--- src/design/srt_defines.svh ---
// offsets, field positions, reset values and timing counts of the read and write paths
`ifndef SRT_DEFINES_SVH
`define SRT_DEFINES_SVH

// ********************************
// register offsets
// ********************************
`define SRT_MODE_OFS 8'h00
`define SRT_STAT_OFS 8'h04
`define SRT_FLAG_OFS 8'h08
`define SRT_CNT_OFS 8'h0C

// ********************************
// mode register fields
// ********************************
`define SRT_BM_LO 0
`define SRT_BM_HI 1
`define SRT_RPRE2_BIT 2
`define SRT_WPRE2_BIT 3
`define SRT_CL_LO 4
`define SRT_CL_HI 8
`define SRT_AL_LO 9
`define SRT_AL_HI 13
`define SRT_CWL_LO 14
`define SRT_CWL_HI 18
`define SRT_PL_LO 19
`define SRT_PL_HI 22
`define SRT_PAR_BIT 23
`define SRT_MODE_RST 32'h0022_40B0

// ********************************
// flag register bits
// ********************************
`define SRT_SPACE_BIT 0
`define SRT_OVR_BIT 1

// ********************************
// timing counts in clocks
// ********************************
`define SRT_PAIRS_BURST 3'd4
`define SRT_PAIRS_CHOP 3'd2
`define SRT_CCD_MIN 4'd4
`define SRT_CCD_BAD_PRE2 4'd5
`define SRT_WPRE2_ADD 7'd1
`define SRT_DLY_DEPTH 128

`endif

--- src/design/srt_pkg.sv ---
// types shared by the read burst and turnaround block
package srt_pkg;
    typedef enum logic [1:0] {
        SRT_BM_EIGHT = 2'b00,
        SRT_BM_OTF = 2'b01,
        SRT_BM_CHOP = 2'b10,
        SRT_BM_RSVD = 2'b11
    } srt_burst_mode_type;

    typedef enum logic [1:0] {
        SRT_CMD_DESELECT = 2'b00,
        SRT_CMD_READ = 2'b01,
        SRT_CMD_WRITE = 2'b10,
        SRT_CMD_OTHER = 2'b11
    } srt_cmd_type;
endpackage

--- src/design/srt_delay_line.sv ---
// shift line that releases a tagged start a chosen number of clocks later
`timescale 1ns/100ps
module srt_delay_line #(
    parameter int W = 7,
    parameter int DEPTH = 128
) (
    input wire logic core_clk,
    input wire logic rst,
    input wire logic in_valid,
    input wire logic [W-1:0] in_tag,
    input wire logic [6:0] tap,
    output logic out_valid,
    output logic [W-1:0] out_tag
);
    logic [DEPTH-1:0] vld_q;
    logic [W-1:0] tag_q [DEPTH];
    wire [6:0] sel = (tap == 7'd0) ? 7'd0 : 7'(tap - 7'd1);

    always_ff @(posedge core_clk) begin
        if (rst) begin
            vld_q <= '0;
        end else begin
            vld_q <= {vld_q[DEPTH-2:0], in_valid};
        end
    end

    // ********************************
    // tag stages
    // ********************************
    genvar g;
    generate
        for (g = 0; g < DEPTH; g++) begin : g_stage
            if (g == 0) begin : g_first
                always_ff @(posedge core_clk) begin
                    tag_q[0] <= in_tag;
                end
            end else begin : g_rest
                always_ff @(posedge core_clk) begin
                    tag_q[g] <= tag_q[g-1];
                end
            end
        end
    endgenerate

    assign out_valid = vld_q[sel];
    assign out_tag = tag_q[sel];
endmodule

--- src/design/srt_pair_buf.sv ---
// two-entry buffer with valid and ready on both sides
`timescale 1ns/100ps
module srt_pair_buf (
    input wire logic core_clk,
    input wire logic rst,
    input wire logic in_valid,
    output logic in_ready,
    input wire logic [31:0] in_data,
    output logic out_valid,
    input wire logic out_ready,
    output logic [31:0] out_data
);
    logic [31:0] slot_q [2];
    logic wr_ptr_q;
    logic rd_ptr_q;
    logic [1:0] cnt_q;
    wire push = in_valid && in_ready;
    wire pop = out_valid && out_ready;

    assign in_ready = (cnt_q != 2'd2);
    assign out_valid = (cnt_q != 2'd0);
    assign out_data = slot_q[rd_ptr_q];

    always_ff @(posedge core_clk) begin
        if (rst) begin
            wr_ptr_q <= 1'b0;
            rd_ptr_q <= 1'b0;
            cnt_q <= 2'd0;
        end else begin
            if (push) begin
                wr_ptr_q <= !wr_ptr_q;
            end
            if (pop) begin
                rd_ptr_q <= !rd_ptr_q;
            end
            cnt_q <= 2'(cnt_q + {1'b0, push} - {1'b0, pop});
        end
    end

    always_ff @(posedge core_clk) begin
        if (push) begin
            slot_q[wr_ptr_q] <= in_data;
        end
    end
endmodule

--- src/design/srt_core.sv ---
// read burst, burst chop and turnaround logic with its register slave
// Functional notes
// - burst mode 00: every read is an eight-beat burst, select bit ignored
// - on-the-fly mode, select bit high at read: eight-beat burst
// - on-the-fly mode, select bit low: four-beat chop for that command
// - burst mode 10: every read and write is a four-beat chop
// - two-clock write preamble adds one clock: nine becomes ten
// - precharge bit low keeps bank open; high precharges after a read burst, writes never precharge
// - read latency is column plus additive plus parity latency
//
// Design decisions made here: the register addresses and register access over AHB-Lite.
`timescale 1ns/100ps
`include "srt_defines.svh"
module srt_core (
    input wire logic core_clk,
    input wire logic rst,
    input wire logic hsel,
    input wire logic [31:0] haddr,
    input wire logic [1:0] htrans,
    input wire logic hwrite,
    input wire logic [2:0] hsize,
    input wire logic [31:0] hwdata,
    input wire logic hready,
    output logic hreadyout,
    output logic [31:0] hrdata,
    output logic hresp,
    input wire srt_pkg::srt_cmd_type cmd_kind,
    input wire logic burst_select_address_bit,
    input wire logic auto_precharge_address_bit,
    input wire logic [4:0] column_addr,
    input wire logic [31:0] wr_data,
    output logic rd_valid,
    input wire logic rd_ready,
    output logic [31:0] rd_data,
    output logic precharge_pulse
);
    import srt_pkg::*;

    // ********************************
    // mode register zero and flags
    // ********************************
    logic [31:0] mode_register_zero_q;
    logic [1:0] flag_q;
    logic [15:0] rd_count_q;
    srt_burst_mode_type burst_mode;
    assign burst_mode = srt_burst_mode_type'(
        mode_register_zero_q[`SRT_BM_HI:`SRT_BM_LO]);
    wire read_pre2 = mode_register_zero_q[`SRT_RPRE2_BIT];
    wire write_pre2 = mode_register_zero_q[`SRT_WPRE2_BIT];
    wire [6:0] column_latency =
        {2'b00, mode_register_zero_q[`SRT_CL_HI:`SRT_CL_LO]};
    wire [6:0] additive_latency =
        {2'b00, mode_register_zero_q[`SRT_AL_HI:`SRT_AL_LO]};
    wire [6:0] base_write_latency =
        {2'b00, mode_register_zero_q[`SRT_CWL_HI:`SRT_CWL_LO]};
    wire parity_on = mode_register_zero_q[`SRT_PAR_BIT];
    wire [6:0] parity_latency = parity_on ?
        {3'b000, mode_register_zero_q[`SRT_PL_HI:`SRT_PL_LO]} : 7'd0;

    // read latency adds parity latency only with parity on
    wire [6:0] read_latency =
        7'(column_latency + additive_latency + parity_latency);
    // two-clock write preamble adds one clock
    wire [6:0] pre_add = write_pre2 ? `SRT_WPRE2_ADD : 7'd0;
    // effective write latency
    wire [6:0] write_latency = 7'(base_write_latency + additive_latency
        + parity_latency + pre_add);

    // ********************************
    // burst length decoding
    // ********************************
    // fixed eight, fixed chop, or chop chosen per command
    function automatic logic is_chop(srt_burst_mode_type m, logic sel);
        logic c;
        c = 1'b0;
        unique case (m)
            SRT_BM_EIGHT: c = 1'b0;
            // select bit picks length per command
            SRT_BM_OTF: c = !sel;
            SRT_BM_CHOP: c = 1'b1;
            SRT_BM_RSVD: c = 1'b0;
        endcase
        return c;
    endfunction

    wire cmd_rd = (cmd_kind == SRT_CMD_READ);
    wire cmd_wr = (cmd_kind == SRT_CMD_WRITE);
    wire cmd_col = cmd_rd || cmd_wr;
    // chop applies to this command only
    wire cmd_chop = is_chop(burst_mode, burst_select_address_bit);
    wire [6:0] cmd_tag = {cmd_chop, auto_precharge_address_bit, column_addr};

    // ********************************
    // column command spacing watch
    // ********************************
    logic [3:0] gap_q;
    logic seen_q;
    // five-clock spacing flagged, not refused, under two-clock read preamble
    wire gap_bad = seen_q && ((gap_q < `SRT_CCD_MIN)
        || (read_pre2 && gap_q == `SRT_CCD_BAD_PRE2));
    wire space_err = cmd_col && gap_bad;

    always_ff @(posedge core_clk) begin
        if (rst) begin
            gap_q <= 4'd1;
            seen_q <= 1'b0;
        end else if (cmd_col) begin
            gap_q <= 4'd1;
            seen_q <= 1'b1;
        end else if (gap_q != 4'hF) begin
            gap_q <= 4'(gap_q + 4'd1);
        end
    end

    // ********************************
    // latency lines
    // ********************************
    logic rd_start;
    logic [6:0] rd_tag;
    logic wr_start;
    logic [6:0] wr_tag;

    srt_delay_line #(.W(7), .DEPTH(`SRT_DLY_DEPTH)) u_rd_line (
        .core_clk(core_clk),
        .rst(rst),
        .in_valid(cmd_rd),
        .in_tag(cmd_tag),
        .tap(read_latency),
        .out_valid(rd_start),
        .out_tag(rd_tag)
    );

    srt_delay_line #(.W(7), .DEPTH(`SRT_DLY_DEPTH)) u_wr_line (
        .core_clk(core_clk),
        .rst(rst),
        .in_valid(cmd_wr),
        .in_tag(cmd_tag),
        .tap(write_latency),
        .out_valid(wr_start),
        .out_tag(wr_tag)
    );

    // ********************************
    // data array
    // ********************************
    logic [31:0] mem_q [32];
    logic [2:0] rd_cnt_q;
    logic [4:0] rd_col_q;
    logic [1:0] rd_idx_q;
    logic rd_ap_q;
    logic [2:0] wr_cnt_q;
    logic [4:0] wr_col_q;
    logic [1:0] wr_idx_q;
    logic buf_ready;
    wire [4:0] rd_addr = {rd_col_q[4:2], 2'(rd_col_q[1:0] + rd_idx_q)};
    wire [4:0] wr_addr = {wr_col_q[4:2], 2'(wr_col_q[1:0] + wr_idx_q)};

    // ********************************
    // read burst engine
    // ********************************
    wire rd_push = (rd_cnt_q != 3'd0) && buf_ready;
    wire rd_busy = (rd_cnt_q > 3'd1) || (rd_cnt_q == 3'd1 && !rd_push);
    wire rd_load = rd_start && !rd_busy;
    wire overrun = rd_start && rd_busy;
    wire rd_last = rd_push && (rd_cnt_q == 3'd1);
    wire [2:0] rd_pairs = rd_tag[6] ? `SRT_PAIRS_CHOP : `SRT_PAIRS_BURST;

    always_ff @(posedge core_clk) begin
        if (rst) begin
            rd_cnt_q <= 3'd0;
            rd_col_q <= 5'd0;
            rd_idx_q <= 2'd0;
            rd_ap_q <= 1'b0;
        end else if (rd_load) begin
            rd_cnt_q <= rd_pairs;
            rd_col_q <= rd_tag[4:0];
            rd_idx_q <= 2'd0;
            rd_ap_q <= rd_tag[5];
        end else if (rd_push) begin
            // other commands only advance the running burst
            rd_cnt_q <= 3'(rd_cnt_q - 3'd1);
            rd_idx_q <= 2'(rd_idx_q + 2'd1);
        end
    end

    // precharge only after a burst with the bit high
    always_ff @(posedge core_clk) begin
        if (rst) begin
            precharge_pulse <= 1'b0;
        end else begin
            precharge_pulse <= rd_last && rd_ap_q;
        end
    end

    // ********************************
    // write burst engine
    // ********************************
    wire [2:0] wr_pairs = wr_tag[6] ? `SRT_PAIRS_CHOP : `SRT_PAIRS_BURST;

    always_ff @(posedge core_clk) begin
        if (rst) begin
            wr_cnt_q <= 3'd0;
            wr_col_q <= 5'd0;
            wr_idx_q <= 2'd0;
        end else if (wr_start) begin
            wr_cnt_q <= wr_pairs;
            wr_col_q <= wr_tag[4:0];
            wr_idx_q <= 2'd0;
        end else if (wr_cnt_q != 3'd0) begin
            wr_cnt_q <= 3'(wr_cnt_q - 3'd1);
            wr_idx_q <= 2'(wr_idx_q + 2'd1);
        end
    end

    always_ff @(posedge core_clk) begin
        if (wr_cnt_q != 3'd0) begin
            mem_q[wr_addr] <= wr_data;
        end
    end

    srt_pair_buf u_buf (
        .core_clk(core_clk),
        .rst(rst),
        .in_valid(rd_push),
        .in_ready(buf_ready),
        .in_data(mem_q[rd_addr]),
        .out_valid(rd_valid),
        .out_ready(rd_ready),
        .out_data(rd_data)
    );

    // ********************************
    // register slave
    // ********************************
    logic dp_wr_q;
    logic [7:0] dp_addr_q;
    wire take = hsel && hready && htrans[1];
    wire [7:0] ofs = {haddr[7:2], 2'b00};
    wire hit = (haddr[31:8] == 24'h00_0000);
    wire wr_mode = dp_wr_q && dp_addr_q == `SRT_MODE_OFS;
    wire wr_flag = dp_wr_q && dp_addr_q == `SRT_FLAG_OFS;
    wire [31:0] stat_w = {17'h0_0000, rd_busy || rd_cnt_q != 3'd0,
        write_latency, read_latency};
    wire [31:0] rd_mux =
        !hit ? 32'h0000_0000 :
        ofs == `SRT_MODE_OFS ? mode_register_zero_q :
        ofs == `SRT_STAT_OFS ? stat_w :
        ofs == `SRT_FLAG_OFS ? {30'h0000_0000, flag_q} :
        ofs == `SRT_CNT_OFS ? {16'h0000, rd_count_q} : 32'h0000_0000;
    wire [1:0] flag_set = {overrun, space_err};
    wire [1:0] flag_clr = wr_flag ? hwdata[1:0] : 2'b00;

    assign hreadyout = 1'b1;
    assign hresp = 1'b0;

    always_ff @(posedge core_clk) begin
        if (rst) begin
            dp_wr_q <= 1'b0;
            dp_addr_q <= 8'h00;
            hrdata <= 32'h0000_0000;
        end else begin
            dp_wr_q <= take && hwrite && hit;
            dp_addr_q <= ofs;
            if (take && !hwrite) begin
                hrdata <= rd_mux;
            end
        end
    end

    always_ff @(posedge core_clk) begin
        if (rst) begin
            mode_register_zero_q <= `SRT_MODE_RST;
            flag_q <= 2'b00;
            rd_count_q <= 16'h0000;
        end else begin
            if (wr_mode) begin
                mode_register_zero_q <= hwdata;
            end
            // set wins over a write-one clear
            flag_q <= (flag_q & ~flag_clr) | flag_set;
            if (rd_load) begin
                rd_count_q <= 16'(rd_count_q + 16'd1);
            end
        end
    end
endmodule

--- config.mk ---
export PLATFORM = sky130hd
export DESIGN_NAME = srt_core
export DESIGN_NICKNAME = d
export VERILOG_FILES = /design/src/design/srt_pkg.sv /design/src/design/srt_delay_line.sv /design/src/design/srt_pair_buf.sv /design/src/design/srt_core.sv
export VERILOG_INCLUDE_DIRS = /design/src /design/src/design
export SDC_FILE = /design/constraint.sdc
export NUM_CORES = 2
export LEC_CHECK = 0
export BUFFER_PORTS_ARGS = -buffer_cell sky130_fd_sc_hd__clkbuf_2
export CELL_PAD_IN_SITES_DETAIL_PLACEMENT = 1
export CELL_PAD_IN_SITES_GLOBAL_PLACEMENT = 1
export CORE_MARGIN = 2
export CORE_UTILIZATION = 57
export CTS_CLUSTER_DIAMETER = 60
export CTS_CLUSTER_SIZE = 28
export DETAILED_ROUTE_END_ITERATION = 10
export PLACE_DENSITY_LB_ADDON = 0.1
export SYNTH_ARGS = -nofsm -noshare
export SYNTH_HDL_FRONTEND = slang
export SYNTH_HIERARCHICAL = 1
export SYNTH_SLANG_ARGS = --single-unit
--- constraint.sdc ---
create_clock -name core_clk -period 13.14 [get_ports core_clk]
set_input_delay 2.628 -clock core_clk [delete_from_list [all_inputs] [get_ports core_clk]]
set_output_delay 2.628 -clock core_clk [all_outputs]
set_load 0.01 [all_outputs]
* Yosys cells after proc, flatten, opt, wreduce, memory -nomap -nowiden
Memory sizes are Yosys's and may differ from the RTL's. A register that Yosys moved wholly into a read port is not among the register bits.
Cells that the tools add are included.
** Word-level totals
- Flip-flop bits (word level) :: 378
- Memory bits (writable) :: 2880
- Memories kept :: 4
** Memory list
- mem_q :: words 32, bits a word 32, read ports 1, clocked after memory_dff 0, wr ports 1, line srt_core.sv:146 : logic [31:0] mem_q [32];
- u_rd_line.tag_q :: words 128, bits a word 7, read ports 128, clocked after memory_dff 0, wr ports 128, line srt_delay_line.sv:16 : logic [W-1:0] tag_q [DEPTH];
- u_wr_line.tag_q :: words 128, bits a word 7, read ports 128, clocked after memory_dff 0, wr ports 128, line srt_delay_line.sv:16
- u_buf.slot_q :: words 2, bits a word 32, read ports 1, clocked after memory_dff 1, wr ports 1, line srt_pair_buf.sv:13 : logic [31:0] slot_q [2];
** Operators by class
- Add/subtract/negate cells :: 17
- $lt $le $gt $ge :: 4
- Equality and inequality tests :: 13
- Multiplexer cells :: 27
- Bitwise gates (word level) :: 3
- Reduce and logical (&&, ||, !) cells :: 43
** Operators by type and width (count)
- 32-bit 2-to-1 mux :: 2
- 16-bit 2-to-1 mux :: 3
- 24-bit logical NOT :: 1
- 1-bit logical AND :: 18
- 3-bit 2-to-1 mux :: 6
- 16-bit by 1-bit adder with 16-bit output (second input constant) :: 1
- 8-bit logical NOT :: 2
- 7-bit by 8-bit < comparator with 1-bit output (second input constant) :: 2
- 6-bit by 4-bit adder with 7-bit output :: 2
- 1-bit binary-select mux with 7-bit select :: 2
- 7-bit logical NOT :: 2
- 7-bit 2-to-1 mux :: 2
- 7-bit by 1-bit subtractor with 7-bit output (second input constant) :: 2
- 5-bit by 5-bit adder with 6-bit output :: 2
- 6-bit by 2-bit == test with 1-bit output (second input constant) :: 2
- 1-bit 2-to-1 mux :: 9
- 8-bit by 4-bit == test with 1-bit output (second input constant) :: 1
- 2-bit OR reduction :: 4
- 7-bit by 1-bit adder with 7-bit output :: 1
- 2-bit == test (second input constant) :: 3
- 6-bit by 1-bit == test with 1-bit output (second input constant) :: 1
- 1-bit logical NOT :: 6
- 2-bit nonzero test :: 3
- 3-bit nonzero test :: 2
- other kinds (21) :: 28

* Longest topological paths before layout
- Depth after elaboration :: 9
- Depth in mapped cells :: 27

* By module
The synthesis kept the hierarchy.
** By module, submodules not included
- srt_delay_line :: times used 2, cells an instance 2907, area an instance 31965.7 um2, sequential area each 20499.7 um2
- srt_core :: times used 1, cells an instance 2625, area an instance 44858.0 um2, sequential area each 33071.7 um2
- srt_pair_buf :: times used 1, cells an instance 129, area an instance 2562.5 um2, sequential area each 2021.9 um2

* Least setup slack after synthesis
No wires, ideal clock.
- Path type :: register to register
- From :: reg mode_register_zero_q[23]
- To :: reg rd_count_q[14]
- Library setup time :: 0.128 ns
- Data arrival time :: 5.253 ns
- Required time :: 13.012 ns
- Setup slack :: 7.759 ns
- Stages on the path, launching flop included :: 27
- Cell sequence :: dfxtp_1 > and2_1 > fa_1 > buf_2 > inv_1 > clkbuf_1 > clkbuf_1 > clkbuf_1 > ha_1 > buf_2 > xnor2_1 > a21oi_1 > buf_2 > buf_2 > buf_4 > buf_2 > o21ai_0 > o21ai_0 > nand4_1 > o2111ai_1 > nand2_1 > a32oi_1 > o211a_1 > nand4_1 > nor3b_1 > xnor2_1 > nor2_1
** Between the ends
- Longest elaborated chain between the ends :: 7
** RTL lines
- start, declared :: line srt_core.sv:42 : logic [31:0] mode_register_zero_q;
- start signal, assigned :: line srt_core.sv:272 : mode_register_zero_q <= `SRT_MODE_RST;
- start signal, assigned :: line srt_core.sv:277 : mode_register_zero_q <= hwdata;
- 4-bit 2-to-1 mux (*) :: line srt_core.sv:57 : wire [6:0] parity_latency = parity_on ?
- 6-bit by 4-bit adder with 7-bit output (*) :: line srt_core.sv:62 : 7'(column_latency + additive_latency + parity_latency);
- named net read_latency[0] :: line srt_core.sv:61 : wire [6:0] read_latency =
- 7-bit by 1-bit subtractor with 7-bit output / 7-bit logical NOT (equally long branches) :: line srt_delay_line.sv:17 : wire [6:0] sel = (tap == 7'd0) ? 7'd0 : 7'(tap - 7'd1);
- 7-bit 2-to-1 mux (*) :: line srt_delay_line.sv:17
- 1-bit binary-select mux with 7-bit select (*) :: line srt_delay_line.sv:45 : assign out_valid = vld_q[sel];
- 1-bit 2-to-1 mux (not written as such) (*) :: line srt_delay_line.sv:45
- named net rd_start :: line srt_core.sv:118 : logic rd_start;
- 1-bit logical AND (*) :: line srt_core.sv:163 : wire rd_load = rd_start && !rd_busy;
- end signal, assigned :: line srt_core.sv:282 : rd_count_q <= 16'(rd_count_q + 16'd1);
- end, declared :: line srt_core.sv:44 : logic [15:0] rd_count_q;
The timed path passes the listed nets; every way through them passes the cells marked *. The select of a mux whose other input is x is not followed.
A chain may end at the register's enable or synchronous reset.

* Worst setup path in the final report
- From :: reg mode_register_zero_q[23]
- To :: reg rd_count_q[12]
Same word-level chain as after synthesis.

==> metrics <==
drt total wl 318,000 µm; P_leak a little over 40 nW; Synth Warn # 6; clock root cell clkbuf_16; Die Wd 438 µm; max-cap violation count 0; post-DP HPWL 187,000 µm; Die Ht 438 µm; Hold EP u_wr_line/tag_q[120][0]; Final Power around 19 mW; CTS tree built; Top Ports 184; # setup viols final 0; fill cell count 17,800; DRT iter0 DRCs around 6,400; pre-CTS WS 4780 ps; fraction of layout cells with a size suffix above 1 0.128; mapped cell area 0.108 mm²; fmax 117 MHz; Max Buffers Root-to-Sink 3; Post-CTS Resized 0; Design Area, Final 0.117 mm²; reg-to-reg startpoint mode_register_zero_q[23]; Num CTS Buffers 170; GRT Total Usage 0.327; final setup skew 32.8 ps; Hold Vio Cnt, Final 0; setup bufs post-CTS 0; Post-Syn Area per Cell about 13 µm²; Core Rows 159; worst hold stages 0; GR Overflow Total 0; Reg clk slew, reported paths 100 ps; PwrDens 162 mW/mm²; utilization after layout 0.623; Setup crit start mode_register_zero_q[23]; post-cts hold buffer count 0; Clock Latency Late Sink 870 ps; TritonRoute pass-1 iters 5; worst vdd ir 140 µV; antenna violations before repair 10; drc violations 0; Period minus WS final approximately 8500 ps; worst endpoint required time ~14,000 ps; r2r setup slk 4590 ps; status finished clean; Post-Synthesis Cells 8,248; clock sink count ~3,100; multi-input logic area 0.0317 mm²; Reg-to-Reg End rd_count_q[12]; Hold Path Class register to register; wire per inst 29.3 µm; crit-path max FO 48; number of routed nets with antenna violations 0; Reg2Reg Depth 19; Least-Margin Pin Slew 1340 ps; hold_sp u_wr_line/tag_q[119][0]; Max Slew Vio Count 0; crit path launch type register; RSZ-0062 raised after global routing false; H-tree depth 4; relative max-transition margin 0.104; dpl cell area 0.111 mm²; nets 8,338; CP endpoint kind register; detailed-route via count approximately 69,000; worst setup margin 4590 ps; Post-Syn Nets roughly 8,400; number of global-route vias before repair 73,000; Initial Util 0.573; critical path class register to register; Vias per Instance between 6 and 7; crit path DAT 9240 ps; area delta synth->final 8.59%; Core ar. 0.188 mm²; largest net degree at the start of global routing 159; final period utilization 0.650; Sequential cell area 0.0735 mm²; IO buf count 175; full die area 0.192 mm²; total negative setup slack 0 ps; first-pass GRT wire length 471,000 µm; routability congestion estimate ~0.84
[power by group]
| part | switching, mW | internal, mW |
|---|---|---|
| combinational | 1.33 | 0.788 |
| clock | 3.43 | 2.86 |
| sequential | 0.135 | 10.4 |
| total | 4.90 | 14.1 |
[per-layer routing]
layer  vias to the layer above  part of all wire  global-route usage
li1                      30000                 -                   -
met5                         -          0.000044                   0
met3                       633             0.064              0.0427
met1                     35800              0.41               0.433
met4                         2             0.045               0.144
met2                      2647              0.48               0.541
[worst max-delay path, cell delays in order (launching register included)]
cell and delay, ps:
dfxtp_1 550, and2_1 420, fa_4 920, inv_2 410
ha_2 630, buf_4 530, nand2b_1 210, o21ai_4 850
buf_4 770, nand2_1 110, a21oi_1 190, nor3_1 60
a21oi_1 170, o21ai_0 370, a32oi_1 590, o211a_1 630
nand4_1 330, nor3_1 340, xnor2_1 160, nor2_1 60
[worst max path at each step]
stage | end | slack, ps | cells after the start
after floorplan | rd_count_q[14] | 7760 | 26
after global placement | rd_count_q[14] | 5000 | 19
after detailed placement | rd_cnt_q[2] | 4780 | 17
after CTS | rd_count_q[12] | 4710 | 19
after global routing | rd_count_q[12] | 4270 | 19
final | rd_count_q[12] | 4590 | 19
[area by class of cell]
type	count	area share
Sequential cell	3129	0.630
Multi-Input combinational cell	4496	0.271
Clock buffer	193	0.0395
Tap cell	2495	0.0267
Timing Repair Buffer	336	0.0185
Clock inverter	120	0.0125
Inverter	53	0.00170
Antenna cell	11	0.000236
[through the flow]
step,hold WS [ps],instances
after floorplan,323,8248
after global placement,326,10500
after detailed placement,331,10500
after CTS,326,10800
after global routing,331,10800
final,341,10800
[state kept, by name, indices dropped and copies added (netlist names), 6 cells and up, named ones only]
name and cells:
u_wr_line/vld_q 128, u_wr_line/tag_q 768, u_rd_line/tag_q 896, u_rd_line/vld_q 128, u_buf/slot_q 64, hrdata 32, mode_register_zero_q 32, rd_count_q 16
dp_addr_q 6, mem_q 1024
[placed cells by master, fill, tap and decap left out, types with 36 or more instances in the layout]
cell type,count
a211oi_1,113
a21oi_1,370
a22oi_1,52
a311oi_1,36
a31oi_1,111
a32oi_1,51
and2_1,39
and3_1,59
buf_4,156
clkbuf_16,181
clkbuf_2,174
dfxtp_1,2037
edfxtp_1,1088
inv_1,45
mux2_2,61
mux2i_1,249
mux4_2,238
nand2_1,1154
nand2b_1,48
nand3_1,191
nand4_1,50
nor2_1,205
nor2_4,36
nor2b_1,296
nor3_1,76
nor4_1,50
o211ai_1,76
o21ai_0,200
o221ai_1,79
o22ai_1,61
or3_1,43
(Power assumes the default switching activity.)
